===== src/uteb_pkg.sv =====
// Shared constants, state types and helper functions of the serial transmit-enable
// and fractional bit-timing block.
// Assumes a single system clock; the baud source arrives as a one-cycle enable.
package uteb_pkg;

    // Widths of the divisor bytes, the modulation pattern and one character.
    localparam int BYTE_W = 8;
    localparam int DIV_W = 16;
    localparam int FRAME_W = 12;
    localparam int BITCNT_W = 4;
    localparam int MODIDX_W = 3;

    // Values after reset.
    localparam logic LINE_IDLE = 1'b1;
    localparam logic READY_RST = 1'b1;
    localparam logic EMPTY_RST = 1'b1;
    localparam logic [DIV_W-1:0] CNT_RST = 16'h0001;

    // Transmit shifter states.
    typedef enum logic [0:0] {TX_IDLE, TX_ACTIVE} uteb_tx_state_t;

    // Receiver states.
    typedef enum logic [1:0] {RX_IDLE, RX_BITS, RX_PUSH} uteb_rx_state_t;

    // Length of one half of a bit in baud ticks: the first half is the integer half of the
    // divisor plus the modulation bit, the second half is the remainder of the divisor.
    function automatic logic [DIV_W-1:0] half_len(input logic [DIV_W-1:0] n,
                                                  input logic m, input logic second);
        logic [DIV_W-1:0] h;
        h = second ? (n - {1'b0, n[DIV_W-1:1]}) : ({1'b0, n[DIV_W-1:1]} + {15'h0000, m});
        if (h == 16'h0000) begin
            h = 16'h0001;
        end
        return h;
    endfunction : half_len

    // Number of serial bits in a frame: start, data, optional parity, one or two stops.
    function automatic logic [BITCNT_W-1:0] frame_bits(input logic len7, input logic par_en,
                                                      input logic two_stop);
        return 4'h1 + (len7 ? 4'h7 : 4'h8) + {3'h0, par_en} + (two_stop ? 4'h2 : 4'h1);
    endfunction : frame_bits

    // Serial frame, least significant bit sent first; unused positions are stop level.
    function automatic logic [FRAME_W-1:0] frame_build(input logic [BYTE_W-1:0] d,
            input logic len7, input logic par_en, input logic par_even);
        logic [FRAME_W-1:0] f;
        logic [BYTE_W-1:0] dm;
        f = 12'hFFF;
        dm = len7 ? {1'b0, d[6:0]} : d;
        f[0] = 1'b0;
        f[8:1] = dm;
        if (len7) begin
            f[8] = 1'b1;
        end
        if (par_en) begin
            f[len7 ? 8 : 9] = par_even ? (^dm) : ~(^dm);
        end
        return f;
    endfunction : frame_build

    // Majority of three samples.
    function automatic logic maj3(input logic a, input logic b, input logic c);
        return (a & b) | (a & c) | (b & c);
    endfunction : maj3

endpackage : uteb_pkg


===== src/uteb_stream_if.sv =====
// Valid/ready carrier for received characters between the receiver and its buffer.
// Assumes both ends run on the same clock.
`timescale 1ns/1ps
interface uteb_stream_if #(parameter int WIDTH = 8);
    logic valid; // Word offered.
    logic ready; // Word can be taken.
    logic [WIDTH-1:0] data; // Word itself.
    modport src (output valid, output data, input ready);
    modport snk (input valid, input data, output ready);
endinterface : uteb_stream_if


===== src/uteb_fifo2.sv =====
// Two-entry buffer for received characters, all outputs taken from flip-flops.
// Assumes a sink that may hold ready low for any length of time.
`timescale 1ns/1ps
module uteb_fifo2 #(
    parameter int WIDTH = 8
) (
    input wire logic clk,
    input wire logic rst_n,
    uteb_stream_if.snk in_s,
    uteb_stream_if.src out_s
);
    logic [WIDTH-1:0] head; // Entry shown to the sink.
    logic [WIDTH-1:0] tail; // Second entry, filled while the head is held.
    logic head_valid; // Head holds a word.
    logic tail_valid; // Tail holds a word, so the buffer is full.
    logic push;
    logic pop;

    assign push = in_s.valid && !tail_valid;
    assign pop = head_valid && out_s.ready;
    assign in_s.ready = !tail_valid;
    assign out_s.valid = head_valid;
    assign out_s.data = head;

    // Moves words in and out; a full buffer refuses the source until the sink drains it.
    always_ff @(posedge clk or negedge rst_n) begin
        if (!rst_n) begin
            head <= '0;
            tail <= '0;
            head_valid <= 1'b0;
            tail_valid <= 1'b0;
        end else if (push && pop) begin
            // The tail is empty here, so the new word goes straight to the head.
            head <= in_s.data;
        end else if (pop) begin
            // The tail moves forward, or the buffer becomes empty.
            head <= tail;
            head_valid <= tail_valid;
            tail_valid <= 1'b0;
        end else if (push) begin
            if (!head_valid) begin
                head <= in_s.data;
                head_valid <= 1'b1;
            end else begin
                tail <= in_s.data;
                tail_valid <= 1'b1;
            end
        end
    end

endmodule : uteb_fifo2


===== src/uteb_top.sv =====
// Transmit-enable control, transmit shifter and receive bit timing of a serial port,
// with a fractional divider driven by a selectable baud source.
// Assumes all inputs are synchronous to CLOCK and the divisor is at least 4.
`timescale 1ns/1ps

// Functional notes
// - enabled transmitter sends each written character
// - buffer moves to shifter on next bit tick
// - disabling still finishes buffered and active frames
// - disabled writes stay buffered until re-enabled
// - re-enabling loads a waiting character at once if shifter idle
// - three samples around bit middle, majority wins
// - sixteen-bit divisor from high and low bytes
// - half-divisor counter reloaded for each bit half
// - set modulation bit lengthens bit by one
// - modulation bits step per serial bit, LSB first
// - modulation pattern wraps after eight bits
// - start bit tested mid-bit, then full-bit steps
// - ready flag set when free, cleared on write
module uteb_top (
    input wire logic CLOCK,
    input wire logic RESET_N,
    input wire logic BAUD_SOURCE_SELECT,
    input wire logic BAUD_EXT_TICK,
    input wire logic [uteb_pkg::BYTE_W-1:0] DIVISOR_LOW_BYTE,
    input wire logic [uteb_pkg::BYTE_W-1:0] DIVISOR_HIGH_BYTE,
    input wire logic [uteb_pkg::BYTE_W-1:0] MODULATION_PATTERN,
    input wire logic DATA_LEN7,
    input wire logic PARITY_ENABLE,
    input wire logic PARITY_EVEN,
    input wire logic TWO_STOP,
    input wire logic TX_ENABLE_BIT,
    input wire logic TXBUF_WRITE,
    input wire logic [uteb_pkg::BYTE_W-1:0] TXBUF_DATA,
    output logic TX_BUFFER_READY_FLAG,
    output logic TX_EMPTY_FLAG,
    output logic SERIAL_TX_PIN,
    input wire logic SERIAL_RX_PIN,
    output logic [uteb_pkg::BYTE_W-1:0] RX_DATA,
    output logic RX_VALID,
    input wire logic RX_READY
);
    import uteb_pkg::*;

    logic baud_tick; // One baud source period has passed.
    logic [DIV_W-1:0] divisor_value; // Whole baud ticks per bit.
    logic [FRAME_W-1:0] next_frame; // Frame built from the holding buffer.
    logic [BITCNT_W-1:0] nbits; // Serial bits per frame.

    // Baud source is either the system clock itself or the external enable pulse.
    assign baud_tick = BAUD_SOURCE_SELECT ? BAUD_EXT_TICK : 1'b1;
    assign divisor_value = {DIVISOR_HIGH_BYTE, DIVISOR_LOW_BYTE};
    assign nbits = frame_bits(DATA_LEN7, PARITY_ENABLE, TWO_STOP);

    // ---------------- Transmit side ----------------
    uteb_tx_state_t tx_state; // Shifter idle or sending.
    logic [BYTE_W-1:0] tx_holding_buffer; // Character written by software.
    logic hold_full; // Holding buffer holds an unsent character.
    logic hold_commit; // Character was seen while enabled and must be sent.
    logic tx_en_q; // Enable as seen one cycle ago.
    logic [FRAME_W-1:0] tx_shift; // Bit 0 is the bit on the line.
    logic [BITCNT_W-1:0] tx_left; // Bits of the frame still to finish.
    logic [MODIDX_W-1:0] tx_idx; // Modulation bit of the current serial bit.
    logic [DIV_W-1:0] tx_cnt; // Ticks left in the current half.
    logic tx_half; // Second half of the bit.
    logic tx_bit_end; // Last tick of a bit: the bit tick.
    logic tx_half_end; // Last tick of the first half.
    logic en_rise; // Enable has just been set.
    logic hold_go; // Holding buffer may move to the shifter.
    logic tx_load; // Character moves into the shifter now.
    logic [MODIDX_W-1:0] next_tx_idx;

    assign tx_bit_end = baud_tick && (tx_cnt <= 16'h0001) && tx_half;
    assign tx_half_end = baud_tick && (tx_cnt <= 16'h0001) && !tx_half;
    assign en_rise = TX_ENABLE_BIT && !tx_en_q;
    assign hold_go = hold_full && (TX_ENABLE_BIT || hold_commit);
    // Load on a bit tick with the shifter empty or emptying, or at once on re-enable with the shifter idle.
    assign tx_load = hold_go && ((tx_state == TX_IDLE && (tx_bit_end || en_rise))
        || (tx_state == TX_ACTIVE && tx_bit_end && tx_left == 4'h1));
    assign next_tx_idx = (tx_state == TX_IDLE) ? 3'h0 : tx_idx + 3'h1;
    assign next_frame = frame_build(tx_holding_buffer, DATA_LEN7, PARITY_ENABLE, PARITY_EVEN);

    // Remembers the enable to spot the moment it is set again.
    always_ff @(posedge CLOCK or negedge RESET_N) begin
        if (!RESET_N) begin
            tx_en_q <= 1'b0;
        end else begin
            tx_en_q <= TX_ENABLE_BIT;
        end
    end

    // Holding buffer; a write in the same cycle as a load is kept, since the load took
    // the older character.
    always_ff @(posedge CLOCK or negedge RESET_N) begin
        if (!RESET_N) begin
            tx_holding_buffer <= '0;
            hold_full <= 1'b0;
            hold_commit <= 1'b0;
        end else if (TXBUF_WRITE) begin
            tx_holding_buffer <= TXBUF_DATA;
            hold_full <= 1'b1;
            hold_commit <= TX_ENABLE_BIT;
        end else if (tx_load) begin
            hold_full <= 1'b0;
            hold_commit <= 1'b0;
        end else if (TX_ENABLE_BIT && hold_full) begin
            // A waiting character becomes due once the transmitter is enabled.
            hold_commit <= 1'b1;
        end
    end

    // Ready and empty status; the write clears ready before any load can set it.
    always_ff @(posedge CLOCK or negedge RESET_N) begin
        if (!RESET_N) begin
            TX_BUFFER_READY_FLAG <= READY_RST;
            TX_EMPTY_FLAG <= EMPTY_RST;
        end else begin
            if (TXBUF_WRITE) begin
                TX_BUFFER_READY_FLAG <= 1'b0;
            end else if (tx_load) begin
                TX_BUFFER_READY_FLAG <= 1'b1;
            end
            // Empty shows the state of the previous cycle.
            TX_EMPTY_FLAG <= (tx_state == TX_IDLE) && !hold_full;
        end
    end

    // Transmit bit timer; runs free while idle so that bit ticks keep coming.
    always_ff @(posedge CLOCK or negedge RESET_N) begin
        if (!RESET_N) begin
            tx_cnt <= CNT_RST;
            tx_half <= 1'b0;
            tx_idx <= '0;
        end else if (tx_load) begin
            // Every frame starts fresh on modulation bit zero.
            tx_cnt <= half_len(divisor_value, MODULATION_PATTERN[0], 1'b0);
            tx_half <= 1'b0;
            tx_idx <= '0;
        end else if (baud_tick) begin
            if (tx_cnt > 16'h0001) begin
                tx_cnt <= tx_cnt - 16'h0001;
            end else if (!tx_half) begin
                // Second half reloads from the divisor.
                tx_cnt <= half_len(divisor_value, 1'b0, 1'b1);
                tx_half <= 1'b1;
            end else begin
                // Next bit takes the next modulation bit.
                tx_cnt <= half_len(divisor_value, MODULATION_PATTERN[next_tx_idx], 1'b0);
                tx_half <= 1'b0;
                tx_idx <= next_tx_idx;
            end
        end
    end

    // Shifter and line driver; clearing the enable never cuts an active frame short.
    always_ff @(posedge CLOCK or negedge RESET_N) begin
        if (!RESET_N) begin
            tx_state <= TX_IDLE;
            tx_shift <= '1;
            tx_left <= '0;
            SERIAL_TX_PIN <= LINE_IDLE;
        end else if (tx_load) begin
            tx_state <= TX_ACTIVE;
            tx_shift <= next_frame;
            tx_left <= nbits;
            SERIAL_TX_PIN <= next_frame[0];
        end else if (tx_state == TX_ACTIVE && tx_bit_end) begin
            if (tx_left == 4'h1) begin
                tx_state <= TX_IDLE;
                SERIAL_TX_PIN <= LINE_IDLE;
            end else begin
                tx_shift <= {1'b1, tx_shift[FRAME_W-1:1]};
                tx_left <= tx_left - 4'h1;
                SERIAL_TX_PIN <= tx_shift[1];
            end
        end
    end

    // ---------------- Receive side ----------------
    uteb_rx_state_t rx_state; // Receiver state.
    logic [DIV_W-1:0] rx_cnt; // Ticks left in the current half.
    logic rx_half; // Second half of the bit.
    logic [MODIDX_W-1:0] rx_idx; // Modulation bit of the current serial bit.
    logic [DIV_W-1:0] rx_pos; // Ticks since the bit began.
    logic [1:0] rx_votes; // First two samples of the bit.
    logic rx_bit_val; // Majority value of the bit.
    logic [BITCNT_W-1:0] rx_bit_no; // Serial bit within the frame, 0 is start.
    logic [BYTE_W-1:0] rx_word; // Assembled character.
    logic rx_bit_end; // Last tick of the received bit.
    logic [DIV_W-1:0] rx_mid; // Integer half of the divisor.
    logic [DIV_W-1:0] rx_pos_next;
    logic rx_samp; // One of the three sample points.
    logic rx_third; // Third sample point.
    logic rx_maj; // Majority including the sample being taken.
    logic [MODIDX_W-1:0] next_rx_idx;

    uteb_stream_if #(.WIDTH(BYTE_W)) rx_in ();
    uteb_stream_if #(.WIDTH(BYTE_W)) rx_out ();

    assign rx_mid = {1'b0, divisor_value[DIV_W-1:1]};
    assign rx_pos_next = rx_pos + 16'h0001;
    assign rx_bit_end = baud_tick && (rx_cnt <= 16'h0001) && rx_half && rx_state == RX_BITS;
    assign rx_samp = baud_tick && rx_state == RX_BITS && (rx_pos_next == rx_mid - 16'h0001
        || rx_pos_next == rx_mid || rx_pos_next == rx_mid + 16'h0001);
    assign rx_third = rx_samp && rx_pos_next == rx_mid + 16'h0001;
    assign rx_maj = maj3(rx_votes[1], rx_votes[0], SERIAL_RX_PIN);
    assign next_rx_idx = rx_idx + 3'h1;
    assign rx_in.valid = (rx_state == RX_PUSH);
    assign rx_in.data = rx_word;
    assign rx_out.ready = RX_READY;
    assign RX_DATA = rx_out.data;
    assign RX_VALID = rx_out.valid;

    // Receive timer, sample points and frame assembly.
    always_ff @(posedge CLOCK or negedge RESET_N) begin
        if (!RESET_N) begin
            rx_state <= RX_IDLE;
            rx_cnt <= CNT_RST;
            rx_half <= 1'b0;
            rx_idx <= '0;
            rx_pos <= '0;
            rx_votes <= '0;
            rx_bit_val <= 1'b1;
            rx_bit_no <= '0;
            rx_word <= '0;
        end else begin
            unique case (rx_state)
                RX_IDLE: begin
                    // A low line on a baud tick is taken as the start edge.
                    if (baud_tick && !SERIAL_RX_PIN) begin
                        rx_state <= RX_BITS;
                        rx_cnt <= half_len(divisor_value, MODULATION_PATTERN[0], 1'b0);
                        rx_half <= 1'b0;
                        rx_idx <= '0;
                        rx_pos <= '0;
                        rx_bit_no <= '0;
                        rx_word <= '0;
                    end
                end
                RX_BITS: begin
                    if (rx_samp) begin
                        rx_votes <= {rx_votes[0], SERIAL_RX_PIN};
                    end
                    if (rx_third) begin
                        rx_bit_val <= rx_maj;
                    end
                    if (rx_third && rx_bit_no == 4'h0 && rx_maj) begin
                        // A start bit that is high in its middle was noise.
                        rx_state <= RX_IDLE;
                    end else if (rx_bit_end) begin
                        // Next bit follows one modulated bit period later.
                        rx_cnt <= half_len(divisor_value, MODULATION_PATTERN[next_rx_idx], 1'b0);
                        rx_half <= 1'b0;
                        rx_idx <= next_rx_idx;
                        rx_pos <= '0;
                        rx_bit_no <= rx_bit_no + 4'h1;
                        if (rx_bit_no != 4'h0 && rx_bit_no <= (DATA_LEN7 ? 4'h7 : 4'h8)) begin
                            rx_word[3'(rx_bit_no - 4'h1)] <= rx_bit_val;
                        end
                        if (rx_bit_no == nbits - 4'h1) begin
                            rx_state <= RX_PUSH;
                        end
                    end else if (baud_tick) begin
                        rx_pos <= rx_pos_next;
                        if (rx_cnt > 16'h0001) begin
                            rx_cnt <= rx_cnt - 16'h0001;
                        end else begin
                            rx_cnt <= half_len(divisor_value, 1'b0, 1'b1);
                            rx_half <= 1'b1;
                        end
                    end
                end
                RX_PUSH: begin
                    // The receiver waits here while the buffer is full.
                    if (rx_in.ready) begin
                        rx_state <= RX_IDLE;
                    end
                end
            endcase
        end
    end

    uteb_fifo2 #(.WIDTH(BYTE_W)) u_rx_buf (
        .clk(CLOCK),
        .rst_n(RESET_N),
        .in_s(rx_in.snk),
        .out_s(rx_out.src)
    );

    // ---------------- Checks ----------------
    logic [DIV_W:0] tx_len; // Ticks elapsed in the current transmit bit.
    logic rx_voted; // The third sample of this bit has been taken.

    // Counts ticks of each transmitted bit for the length check.
    always_ff @(posedge CLOCK or negedge RESET_N) begin
        if (!RESET_N) begin
            tx_len <= '0;
            rx_voted <= 1'b0;
        end else begin
            if (tx_load || tx_bit_end) begin
                tx_len <= '0;
            end else if (baud_tick) begin
                tx_len <= tx_len + 17'h00001;
            end
            if (rx_bit_end || rx_state != RX_BITS) begin
                rx_voted <= 1'b0;
            end else if (rx_third) begin
                rx_voted <= 1'b1;
            end
        end
    end
endmodule : uteb_top


===== config.mk =====
export PLATFORM = sky130hd
export DESIGN_NAME = uteb_top
export DESIGN_NICKNAME = d
export VERILOG_FILES = /design/src/uteb_pkg.sv /design/src/uteb_stream_if.sv /design/src/uteb_fifo2.sv /design/src/uteb_top.sv
export SDC_FILE = /design/constraint.sdc
export NUM_CORES = 1
export LEC_CHECK = 0
export BUFFER_PORTS_ARGS = -buffer_cell sky130_fd_sc_hd__buf_2
export CORE_MARGIN = 8
export CORE_UTILIZATION = 53
export CTS_CLUSTER_SIZE = 40
export DETAILED_ROUTE_END_ITERATION = 6
export GPL_ROUTABILITY_DRIVEN = 1
export PLACE_DENSITY = 0.71
export SLEW_MARGIN = 10
export SYNTH_ARGS = -nofsm -noshare
export SYNTH_HDL_FRONTEND = slang
export SYNTH_HIERARCHICAL = 1
export SYNTH_SLANG_ARGS = --single-unit

===== constraint.sdc =====
create_clock -name CLOCK -period 4.3 [get_ports CLOCK]
set_input_delay 0.215 -clock CLOCK [delete_from_list [all_inputs] [get_ports CLOCK]]
set_output_delay 0.215 -clock CLOCK [all_outputs]
set_load 0.005 [all_outputs]

==> results of run 1 <==
-- repair_timing --
item                                   CTS  global route
gates resized for setup                  0             4
setup endpoints to repair                0             7
endpoints found under the hold margin   59             0
hold buffers                             2             0
-- critical path: stages, from the launching register on --
cell      delay (ns)
dfrtp_1         0.42
ha_1            0.23
xor2_1          0.17
nand2_1         0.18
mux2i_1         0.22
o221a_2         0.21
o21ai_2         0.08
ha_1            0.20
ha_1            0.23
nor3_1          0.16
a31oi_1         0.05
or3_1           0.34
a2111o_1        0.44
o41ai_4         0.40
buf_4           0.21
o221ai_1        0.12
a21oi_1         0.16
o22ai_1         0.10
-- how the worst max path moves through the flow --
| stage | startpoint | end | slack (ns) | cells after the start |
|---|---|---|---|---|
| 2_1_floorplan | tx_idx[0] | tx_cnt[0] | 0.33 | 16 |
| 3_3_place_gp | tx_idx[0] | tx_cnt[4] | 0.21 | 16 |
| 3_5_place_dp | tx_idx[0] | tx_cnt[4] | 0.14 | 16 |
| 4_1_cts | tx_idx[0] | tx_cnt[4] | 0.06 | 16 |
| 5_1_grt | tx_idx[0] | tx_cnt[2] | -0.008 | 17 |
| 6_report | tx_idx[0] | tx_cnt[4] | 0.22 | 17 |
-- flip-flops by register name (all words and copies together), names as in the netlist, 8 cells and up --
signal	flops
rx_cnt	16
rx_in.data	8
rx_pos	16
tx_cnt	16
tx_holding_buffer	8
tx_shift	9
u_rx_buf/out_s.data	8
u_rx_buf/tail	8
-- power by group --
part	switching (mW)	total (mW)	internal, mW
Combinational	1.12	2.00	0.878
Clock	0.588	1.34	0.751
Sequential	0.360	1.80	1.44
Total	2.07	5.14	3.07
-- metal layers --
layer | up-vias | GRT usage
li1 | 4864 | -
met1 | 4864 | 0.354
met2 | 402 | 0.388
met3 | 85 | 0.0422
met4 | 0 | 0.115
met5 | - | 0
-- Yosys cell counts, types with 10 or more instances --
master	instances
a221oi_1	12
o211ai_1	12
nand4_1	16
and3_1	19
a31oi_1	29
dfrtp_1	104
o21ai_0	87
o221ai_1	11
nand3_1	50
nand2_1	122
nor3_1	41
nor4_1	11
xor2_1	30
mux2i_1	13
inv_1	62
clkbuf_1	45
xnor2_1	90
nor2b_1	15
a21oi_1	63
or3_1	12
dfstp_2	15
o22ai_1	24
ha_1	77
nor2_1	137
a211oi_1	10
mux2_2	19
buf_2	14
nand2b_1	22
o31ai_1	15
-- stage by stage --
step	instance area, um^2	TNS [ns]
floorplan	10900	0
CTS	12100	0
global placement	11500	0
global route	12100	-0.0128
finish	12100	0
detailed placement	11500	0
-- cell type report --
cell class	count	area (um^2)
fillers	1831	8150
clock buffers	18	429
inverters	64	240
well taps	270	338
multi-input cells	1073	7390
flip-flops and latches	119	3000
clock inverters	14	119
repair buffers	94	576
-- cell families (layout without fill, tap and decap cells) --
kind of cell | Yosys count | in the layout
DFF | 119 | 119
buffers and inverters | 139 | 190
xor gates and xnor gates | 127 | 127
adders and majority gates | 81 | 81
muxes | 42 | 42
and+or+nand+nor | 498 | 498
AOI/OAI and AO/OA | 325 | 325
==> qor.txt, run 1 <==
proportion of synthesized area in mux cells = 0.0465
sequential area share after synthesis = 0.274
CTS HTree Levels = 4
drt pass-1 iters = 5
Clock Skew = 0.0201 ns
Min-Delay Path Class = input pin to flip-flop
hpwl dp = 25000 um
Critical Path End Type = flip-flop
Final ANT Viol Nets = 0
Mapped Area = 0.0109 mm^2
most frequent cells in the layout = nor2_1, nand2_1, dfrtp_1
port bufs = 55
r2r worst-path depth = 17
post-synth top area share = 0.238
postcts setup bufs = 0
# diodes = 0
top cells by area, synth = dfrtp_1, ha_1, xnor2_1
post-synthesis cell count = 1331
Fin Hold WS = 0.00950 ns
Layout Utilization = 0.597
Cell Rows = 52
placed cells = 1618
Final min period = 4.08 ns
Total GRT Usage = 0.257
Final Power = 5.14 mW
status = completed
P_leak = 5.09 nW
WL met1 = 15200 um
Fmax = 245 MHz
simple-gate portion of the synthesized area = 0.226
cell count of the worst hold path = 2
Synth area leader = dfrtp_1
die height = 160 um
CP Data Arrival Time = 4.34 ns
Startpoint Class = flip-flop
# IOs = 56
Die ar. = 0.0255 mm^2
Worst-Margin Slew = 1.04 ns
critical path peak fanout = 6
largest net degree at the start of global routing = 70
final worst slack = 0.219 ns
first-pass GRT wire length = 52900 um
vias per cell = 6.18
post-synthesis compound-gate area fraction = 0.194
Async S/R FF share, synth = 1.00
syn_nets = 1455
Tcrit/Tclk final = 0.949
Main synth FF type = dfrtp_1
clk buf depth = 2
Min-Delay Startpoint = TXBUF_DATA[3]
final hold violations = 0
slew margin rel. = 0.306
worst vdd ir = 0.000237 V
max layer used = met4
CTS root buf = clkbuf_16
TritonCTS clock tree = built
max_cap viols = 0
Via Count = 10200
DRT Wirelength = 33100 um
CP required = 4.56 ns
critical path class = flip-flop to flip-flop
Area Growth Syn to Fin = 10.4%
TritonCTS Buffers = 17
TritonCTS Sinks = 119
worst r2r src = tx_idx[0]
Met2 Wirelength = 14600 um
Yosys Warn Count = 6
Netlist cell types = 90
non-filler cells, final = 1652
worst slack, placed = 0.136 ns
share of layout cells above drive strength 1 = 0.142
Die Width = 160 um
initial core utilization = 0.541
Nets = 1493
R2R setup slack = 0.22 ns
drt drc = 0
wire per inst = 20.0 um
met3 WL = 2090 um
Synth Area per Inst = 8.22 um^2
Post-synth EDFFs = 0
most common cell after layout, fill and taps aside = nor2_1
global route overflow = 0
Pwr Density = 425 mW/mm^2
Slew Limit Fails = 0
Synth Area in Adders = 0.0944
clock-pin slew on the worst setup and hold paths = 0.07 ns
flops & latches, synth = 119
post-synthesis xor/xnor area fraction = 0.111
main combinational cell family by area after synthesis = simple AND/OR/NAND/NOR gates
initial antenna violation count = 0
vias in the first global route = 9714
Setup-failing EPs final = 0
hold path endpoint = tx_holding_buffer[3]
clock latency on the worst-skew pair = 0.42 ns
R2R Path End = tx_cnt[4]
Core Box Area = 0.0202 mm^2
number of DRC markers in iteration 0 = 1002
placer's final routability congestion estimate = 0.943
Power figures use the tool's default switching activity.
==> inputs of run 2 (changes only) <==
--- a/config.mk
+++ b/config.mk
@@ -11,7 +11,7 @@
 export CTS_CLUSTER_SIZE = 40
 export DETAILED_ROUTE_END_ITERATION = 6
 export GPL_ROUTABILITY_DRIVEN = 1
-export PLACE_DENSITY = 0.71
+export PLACE_DENSITY_LB_ADDON = 0.3
 export SLEW_MARGIN = 10
 export SYNTH_ARGS = -nofsm -noshare
 export SYNTH_HDL_FRONTEND = slang
==> run 2 against run 1 <==
Net effect: sequential share of layout area decreased by 0.11 points; worst setup slack improved by 0.053 ns; critical path type unchanged; critical endpoint is now rx_cnt[4]; maximum frequency increased by 1.3%; total power increased by 1.5%; combinational power about the same; sequential power about the same; routed wire length decreased by 1.1%; worst hold slack improved by 0.013 ns; cell count about the same; clock power increased by 7%; design area increased by 0.47%.
==> qor.txt, run 2 (same netlist as run 1, synthesis figures left out) <==
clock power share = 0.274 (+0.013)
number of DRC markers in iteration 0 = 1026 (+2.4%)
most common cell after layout, fill and taps aside = nor2_1
CP required = 4.60 ns (+0.04 ns)
P_leak = 5.10 nW (+0.22%)
crit path to = rx_cnt[4]
cell area after layout = 0.0121 mm^2 (+0.47%)
Cell Int Power = 3.18 mW (+3.4%)
hpwl dp = 24400 um (-2.6%)
Final min period = 4.03 ns (-0.0526 ns)
slew margin rel. = 0.319 (+0.0128)
drt pass-1 iters = 5 (unchanged)
Critical path origin = rx_idx[0]
Comb power frac = 0.382 (-0.006)
max_cap viols = 0 (unchanged)
Switch Pwr = 2.04 mW (-1.3%)
critical path peak fanout = 8 (+2)
global route overflow = 0 (unchanged)
wire per inst = 19.8 um (-1.2%)
Final ANT Viol Nets = 0 (unchanged)
Tcrit/Tclk final = 0.937 (-0.0122)
# diodes = 0 (unchanged)
placer's final routability congestion estimate = 0.998 (+5.8%)
R2R setup slack = 0.27 ns (+0.05 ns)
CTS root buf = clkbuf_16
switching part of the total = 0.391 (-0.0111)
clock latency on the worst-skew pair = 0.42 ns (about the same)
drt drc = 0 (unchanged)
TritonCTS Sinks = 119 (unchanged)
# IOs = 56 (unchanged)
Fmax = 248 MHz (+1.3%)
Setup-failing EPs final = 0 (unchanged)
status = completed
Nets = 1494 (+0.067%)
vias in the first global route = 9803 (+0.92%)
worst vdd ir = 0.000263 V (+11%)
first-pass GRT wire length = 53200 um (+0.50%)
vias per cell = 6.20 (+0.22%)
CTS HTree Levels = 4 (unchanged)
clk buf depth = 2 (unchanged)
port bufs = 55 (unchanged)
die height = 160 um (unchanged)
Die ar. = 0.0255 mm^2 (unchanged)
Core Box Area = 0.0202 mm^2 (unchanged)
r2r worst-path depth = 14 (-3)
final hold violations = 0 (unchanged)
Flop pwr share = 0.345 (-0.006)
initial core utilization = 0.541 (unchanged)
Pwr Density = 430 mW/mm^2 (+1.0%)
largest registers = rx_cnt x16, rx_pos x16, tx_cnt x16
Clock Skew = 0.0142 ns (-0.00593 ns)
worst r2r src = rx_idx[0]
CP Data Arrival Time = 4.33 ns (about the same)
Die Width = 160 um (unchanged)
share of layout cells above drive strength 1 = 0.144 (+0.00207)
TritonCTS clock tree = built
Worst-Margin Slew = 1.02 ns (-0.0192 ns)
TritonCTS Buffers = 17 (unchanged)
Via Count = 10200 (+0.28%)
initial antenna violation count = 0 (unchanged)
Placed Area = 0.0115 mm^2 (about the same)
Cell Rows = 52 (unchanged)
Critical Path End Type = flip-flop
Min-Delay Path Class = input pin to flip-flop
Slew Limit Fails = 0 (unchanged)
DRT Wirelength = 32700 um (-1.1%)
R2R Path End = rx_cnt[4]
critical path class = flip-flop to flip-flop
Area Growth Syn to Fin = 11.0%
largest net degree at the start of global routing = 49 (-30%)
Startpoint Class = flip-flop
Setup TNS Final = 0 ns (unchanged)
clock-pin slew on the worst setup and hold paths = 0.06 ns (about the same)
Total GRT Usage = 0.255 (-0.00189)
most frequent cells in the layout = nor2_1, nand2_1, dfrtp_1
-- run 2: cell types whose count changed in the layout (fill, tap and decap cells not counted), moves of 2 or more --
cell and delta:
ha_1 -3, inv_6 -3, bufinv_16 +2, clkinv_2 +2, ha_2 +2
-- run 2: what timing repair did --
action / CTS / global route
hold buffers: 3 / 0
cloned: 0 / 0
setup buffers: 0 / 1
endpoints found under the setup margin: 4 / 11
pin swaps: 0 / 1
hold endpoints to repair: 40 / 0
gates resized for setup: 2 / 6
-- run 2: power by group through the flow --
stage	sequential [mW]	combinational [mW]	clock [mW]
after floorplan	1.67	1.54	0
after global placement	1.79	1.91	0
after detailed placement	1.80	1.95	0
after CTS	1.79	1.96	1.45
after global routing	1.85	2.21	1.50
final	1.80	1.99	1.43
-- run 2: area by class of cell --
class	instances	area, um^2
Multi-Input combinational cell	1073	7400
Clock inverter	14	153
Clock buffer	18	429
Fill cell	1791	8090
Timing Repair Buffer	95	586
Sequential cell	119	3000
Tap cell	270	338
Inverter	64	240
-- run 2: worst min path at each step --
stage	depth (start not counted)	slack, ns	startpoint	endpoint
floorplan	0	-0.08	RESET_N	hold_commit
global placement	1	0.24	RESET_N	rx_pos[0]
detailed placement	1	0.25	RESET_N	rx_pos[0]
CTS	2	0.003	TXBUF_DATA[7]	tx_holding_buffer[7]
global route	2	0.01	TXBUF_DATA[1]	tx_holding_buffer[1]
finish	2	0.02	TXBUF_DATA[7]	tx_holding_buffer[7]
-- run 2: metal layers --
metal	up-vias	wire length, um	track usage
met4	0	1010	0.101
met3	66	2570	0.0532
met5	-	0	0
met1	4868	14500	0.341
met2	433	14600	0.396
li1	4877	-	-
-- run 2: per-stage QoR --
step	total power [mW]	hold WS, ns	util	cells	setup slack [ns]
after floorplan	3.22	-0.0806	-	1331	0.330
after global placement	3.70	0.243	0.568	1617	0.142
after detailed placement	3.75	0.249	0.568	1617	0.00409
after CTS	5.20	0.00295	0.598	1652	0.106
after global routing	5.55	0.0129	0.600	1653	-0.000826
final	5.22	0.0222	0.600	1653	0.272
-- run 2: critical path: stages, from the launching register on --
cell and delay [ns]:
dfrtp_1 0.46, ha_4 0.33, mux4_2 0.48, mux2_2 0.30, ha_1 0.28, ha_2 0.27, and4_1 0.24, nand2_1 0.10
a31oi_1 0.08, or4_1 0.56, nor2_1 0.15, nor2_1 0.13, a22o_1 0.23, a32oi_1 0.18, a31oi_1 0.10
==> inputs of run 3 (changes only) <==
==> constraint.sdc (replaced) <==
create_clock -name CLOCK -period 4.3 [get_ports CLOCK]
set_input_delay 1.29 -clock CLOCK [delete_from_list [all_inputs] [get_ports CLOCK]]
set_output_delay 1.29 -clock CLOCK [all_outputs]
set_load 0.02 [all_outputs]
==> run 3 against run 2 <==
Net effect: routed wire length is 4.1% higher; combinational power is 6% higher; clock skew is 0.0044 ns higher; largest power group unchanged; die area stayed put; non-clock buffer count is 92 higher; global-route usage is 0.89 points higher; via count is 3.2% higher.
==> qor.txt, run 3 (same netlist as run 1, synthesis figures left out) <==
status = completed
clock power share = 0.282 (+0.008)
Comb power frac = 0.386 (+0.004)
Final min period = 4.00 ns (-0.0290 ns)
drt pass-1 iters = 6 (+1)
postcts setup bufs = 0 (unchanged)
Area Growth Syn to Fin = 17.5%
global route overflow = 0 (unchanged)
RSZ-0062 raised after global routing = false
Min-Delay Startpoint = hold_full
Clock Skew = 0.0186 ns (+0.00440 ns)
Slew Limit Fails = 0 (unchanged)
vias per cell = 6.06 (-2.3%)
Hold Buf Count CTS = 0 (-3)
met1 Usage GRT = 0.354 (+0.0134)
initial antenna violation count = 2 (+2)
critical path peak fanout = 5 (-3)
Nets = 1586 (+6.2%)
Switch Pwr = 2.11 mW (+3.6%)
Critical Path End Type = flip-flop
TritonCTS Buffers = 17 (unchanged)
r2r worst-path depth = 19 (+5)
largest net degree at the start of global routing = 74 (+51%)
max_cap viols = 0 (unchanged)
Placed Area = 0.0122 mm^2 (+6.6%)
Flop pwr share = 0.333 (-0.012)
Critical path origin = DIVISOR_LOW_BYTE[2]
Resize count post-CTS = 0 (-2)
Pwr Density = 423 mW/mm^2 (-1.6%)
clk buf depth = 2 (unchanged)
CP Data Arrival Time = 4.37 ns (+0.04 ns)
most common cell after layout, fill and taps aside = nor2_1
Die ar. = 0.0255 mm^2 (unchanged)
worst r2r src = tx_idx[0]
Tcrit/Tclk final = 0.930 (-0.00675)
Layout Utilization = 0.635 (+0.0354)
# diodes = 0 (unchanged)
first-pass GRT wire length = 54800 um (+3.0%)
GRT busiest layer = met2
share of layout cells above drive strength 1 = 0.199 (+0.0548)
die height = 160 um (unchanged)
largest registers = rx_cnt x16, rx_pos x16, tx_cnt x16
clock latency on the worst-skew pair = 0.43 ns (about the same)
cell count of the worst hold path = 1 (-1)
most frequent cells in the layout = nor2_1, buf_4, nand2_1
P_leak = 5.57 nW (+9.3%)
CTS HTree Levels = 4 (unchanged)
vias in the first global route = 10100 (+3.2%)
critical path class = input pin to flip-flop
cell area after layout = 0.0129 mm^2 (+5.9%)
initial core utilization = 0.541 (unchanged)
number of DRC markers in iteration 0 = 956 (-6.8%)
Startpoint Class = input pin
drt drc = 0 (unchanged)
TritonCTS Sinks = 119 (unchanged)
worst vdd ir = 0.000255 V (-2.9%)
TritonCTS clock tree = built
DRT Wirelength = 34000 um (+4.1%)
Cell Int Power = 3.32 mW (+4.5%)
wire per inst = 19.5 um (-1.4%)
Setup-failing EPs final = 0 (unchanged)
Worst-Margin Slew = 1.06 ns (+0.0371 ns)
final hold violations = 0 (unchanged)
Cell Rows = 52 (unchanged)
Final ANT Viol Nets = 0 (unchanged)
met2 usage = 0.412 (+0.0161)
Fin Hold WS = 0.465 ns (+0.443 ns)
switching part of the total = 0.389 (-0.00215)
fillers = 1748 (-2.4%)
hpwl dp = 26000 um (+6.5%)
CTS root buf = clkbuf_16
Min-Delay Path Class = flip-flop to flip-flop
port bufs = 55 (unchanged)
slew margin rel. = 0.294 (-0.0248)
Total GRT Usage = 0.264 (+0.00889)
met3 usage = 0.0620 (+0.00874)
Die Width = 160 um (unchanged)
# IOs = 56 (unchanged)
clock-pin slew on the worst setup and hold paths = 0.06 ns (about the same)
Core Box Area = 0.0202 mm^2 (unchanged)
placer's final routability congestion estimate = 0.976 (-2.1%)
Setup TNS Final = 0 ns (unchanged)
Fmax = 250 MHz (+0.73%)
CP required = 4.67 ns (+0.07 ns)
Via Count = 10600 (+3.2%)
## run 3: changes by cell type in the layout (fill, tap and decap cells not counted), moves of 2 or more
| cell | delta |
|---|---|
| buf_4 | +93 |
| ha_1 | +2 |
| buf_12 | +2 |
| inv_6 | +4 |
| nor2_2 | +2 |
| dlygate4sd3_1 | -3 |
| clkinv_4 | -3 |
| clkinv_2 | -2 |
| nor2_1 | -2 |
## run 3: final timing paths
check                                      to  slack (ns)
worst max-delay path                tx_cnt[0]        0.30
worst min-delay path            TX_EMPTY_FLAG        0.47
worst max register to register      tx_cnt[0]        0.32
worst min register to register  TX_EMPTY_FLAG        0.47
max in group asynchronous           tx_cnt[0]        2.56
min in group asynchronous           rx_pos[2]        0.86
## run 3: power by group through the flow
stage / logic, mW / clock network, mW / registers [mW]
2_1_floorplan: 1.54 / 0 / 1.70
3_3_place_gp: 2.01 / 0 / 1.80
3_5_place_dp: 2.06 / 0 / 1.80
4_1_cts: 2.07 / 1.55 / 1.79
5_1_grt: 2.32 / 1.60 / 1.85
6_report: 2.10 / 1.53 / 1.81
## run 3: area by class of cell
type | count | area, um^2 | share of cell area
Inverter | 64 | 241 | 0.0188
Clock inverter | 14 | 188 | 0.0146
Tap cell | 270 | 338 | 0.0263
Timing Repair Buffer | 187 | 1290 | 0.101
Multi-Input combinational cell | 1073 | 7370 | 0.573
Sequential cell | 119 | 3000 | 0.233
Clock buffer | 18 | 429 | 0.0334
## run 3: worst max-delay path, stage by stage
cell and delay, ns:
buf_2 0.12, inv_1 0.08, ha_1 0.30, or2_1 0.27, a211o_1 0.29, a2111oi_0 0.43
buf_4 0.19, o21bai_1 0.09, a21oi_1 0.17, xnor2_1 0.11, o41a_1 0.49, a2111oi_0 0.40
a21o_1 0.13
## run 3: through the flow
step	std cells	worst slack, ns	power (mW)
finish	1745	0.301	5.43
floorplan	1331	0.000652	3.24
CTS	1745	0.280	5.41
global route	1745	0.0199	5.77
detailed placement	1713	-0.123	3.86
global placement	1713	-0.0616	3.81
## run 3: metal layers
metal / wire length, um / share of wire / up-vias
met5: 24 / 0.00071 / -
met4: 791 / 0.023 / 4
met3: 2790 / 0.082 / 55
met2: 15400 / 0.45 / 422
met1: 15000 / 0.44 / 5034
li1: - / - / 5055
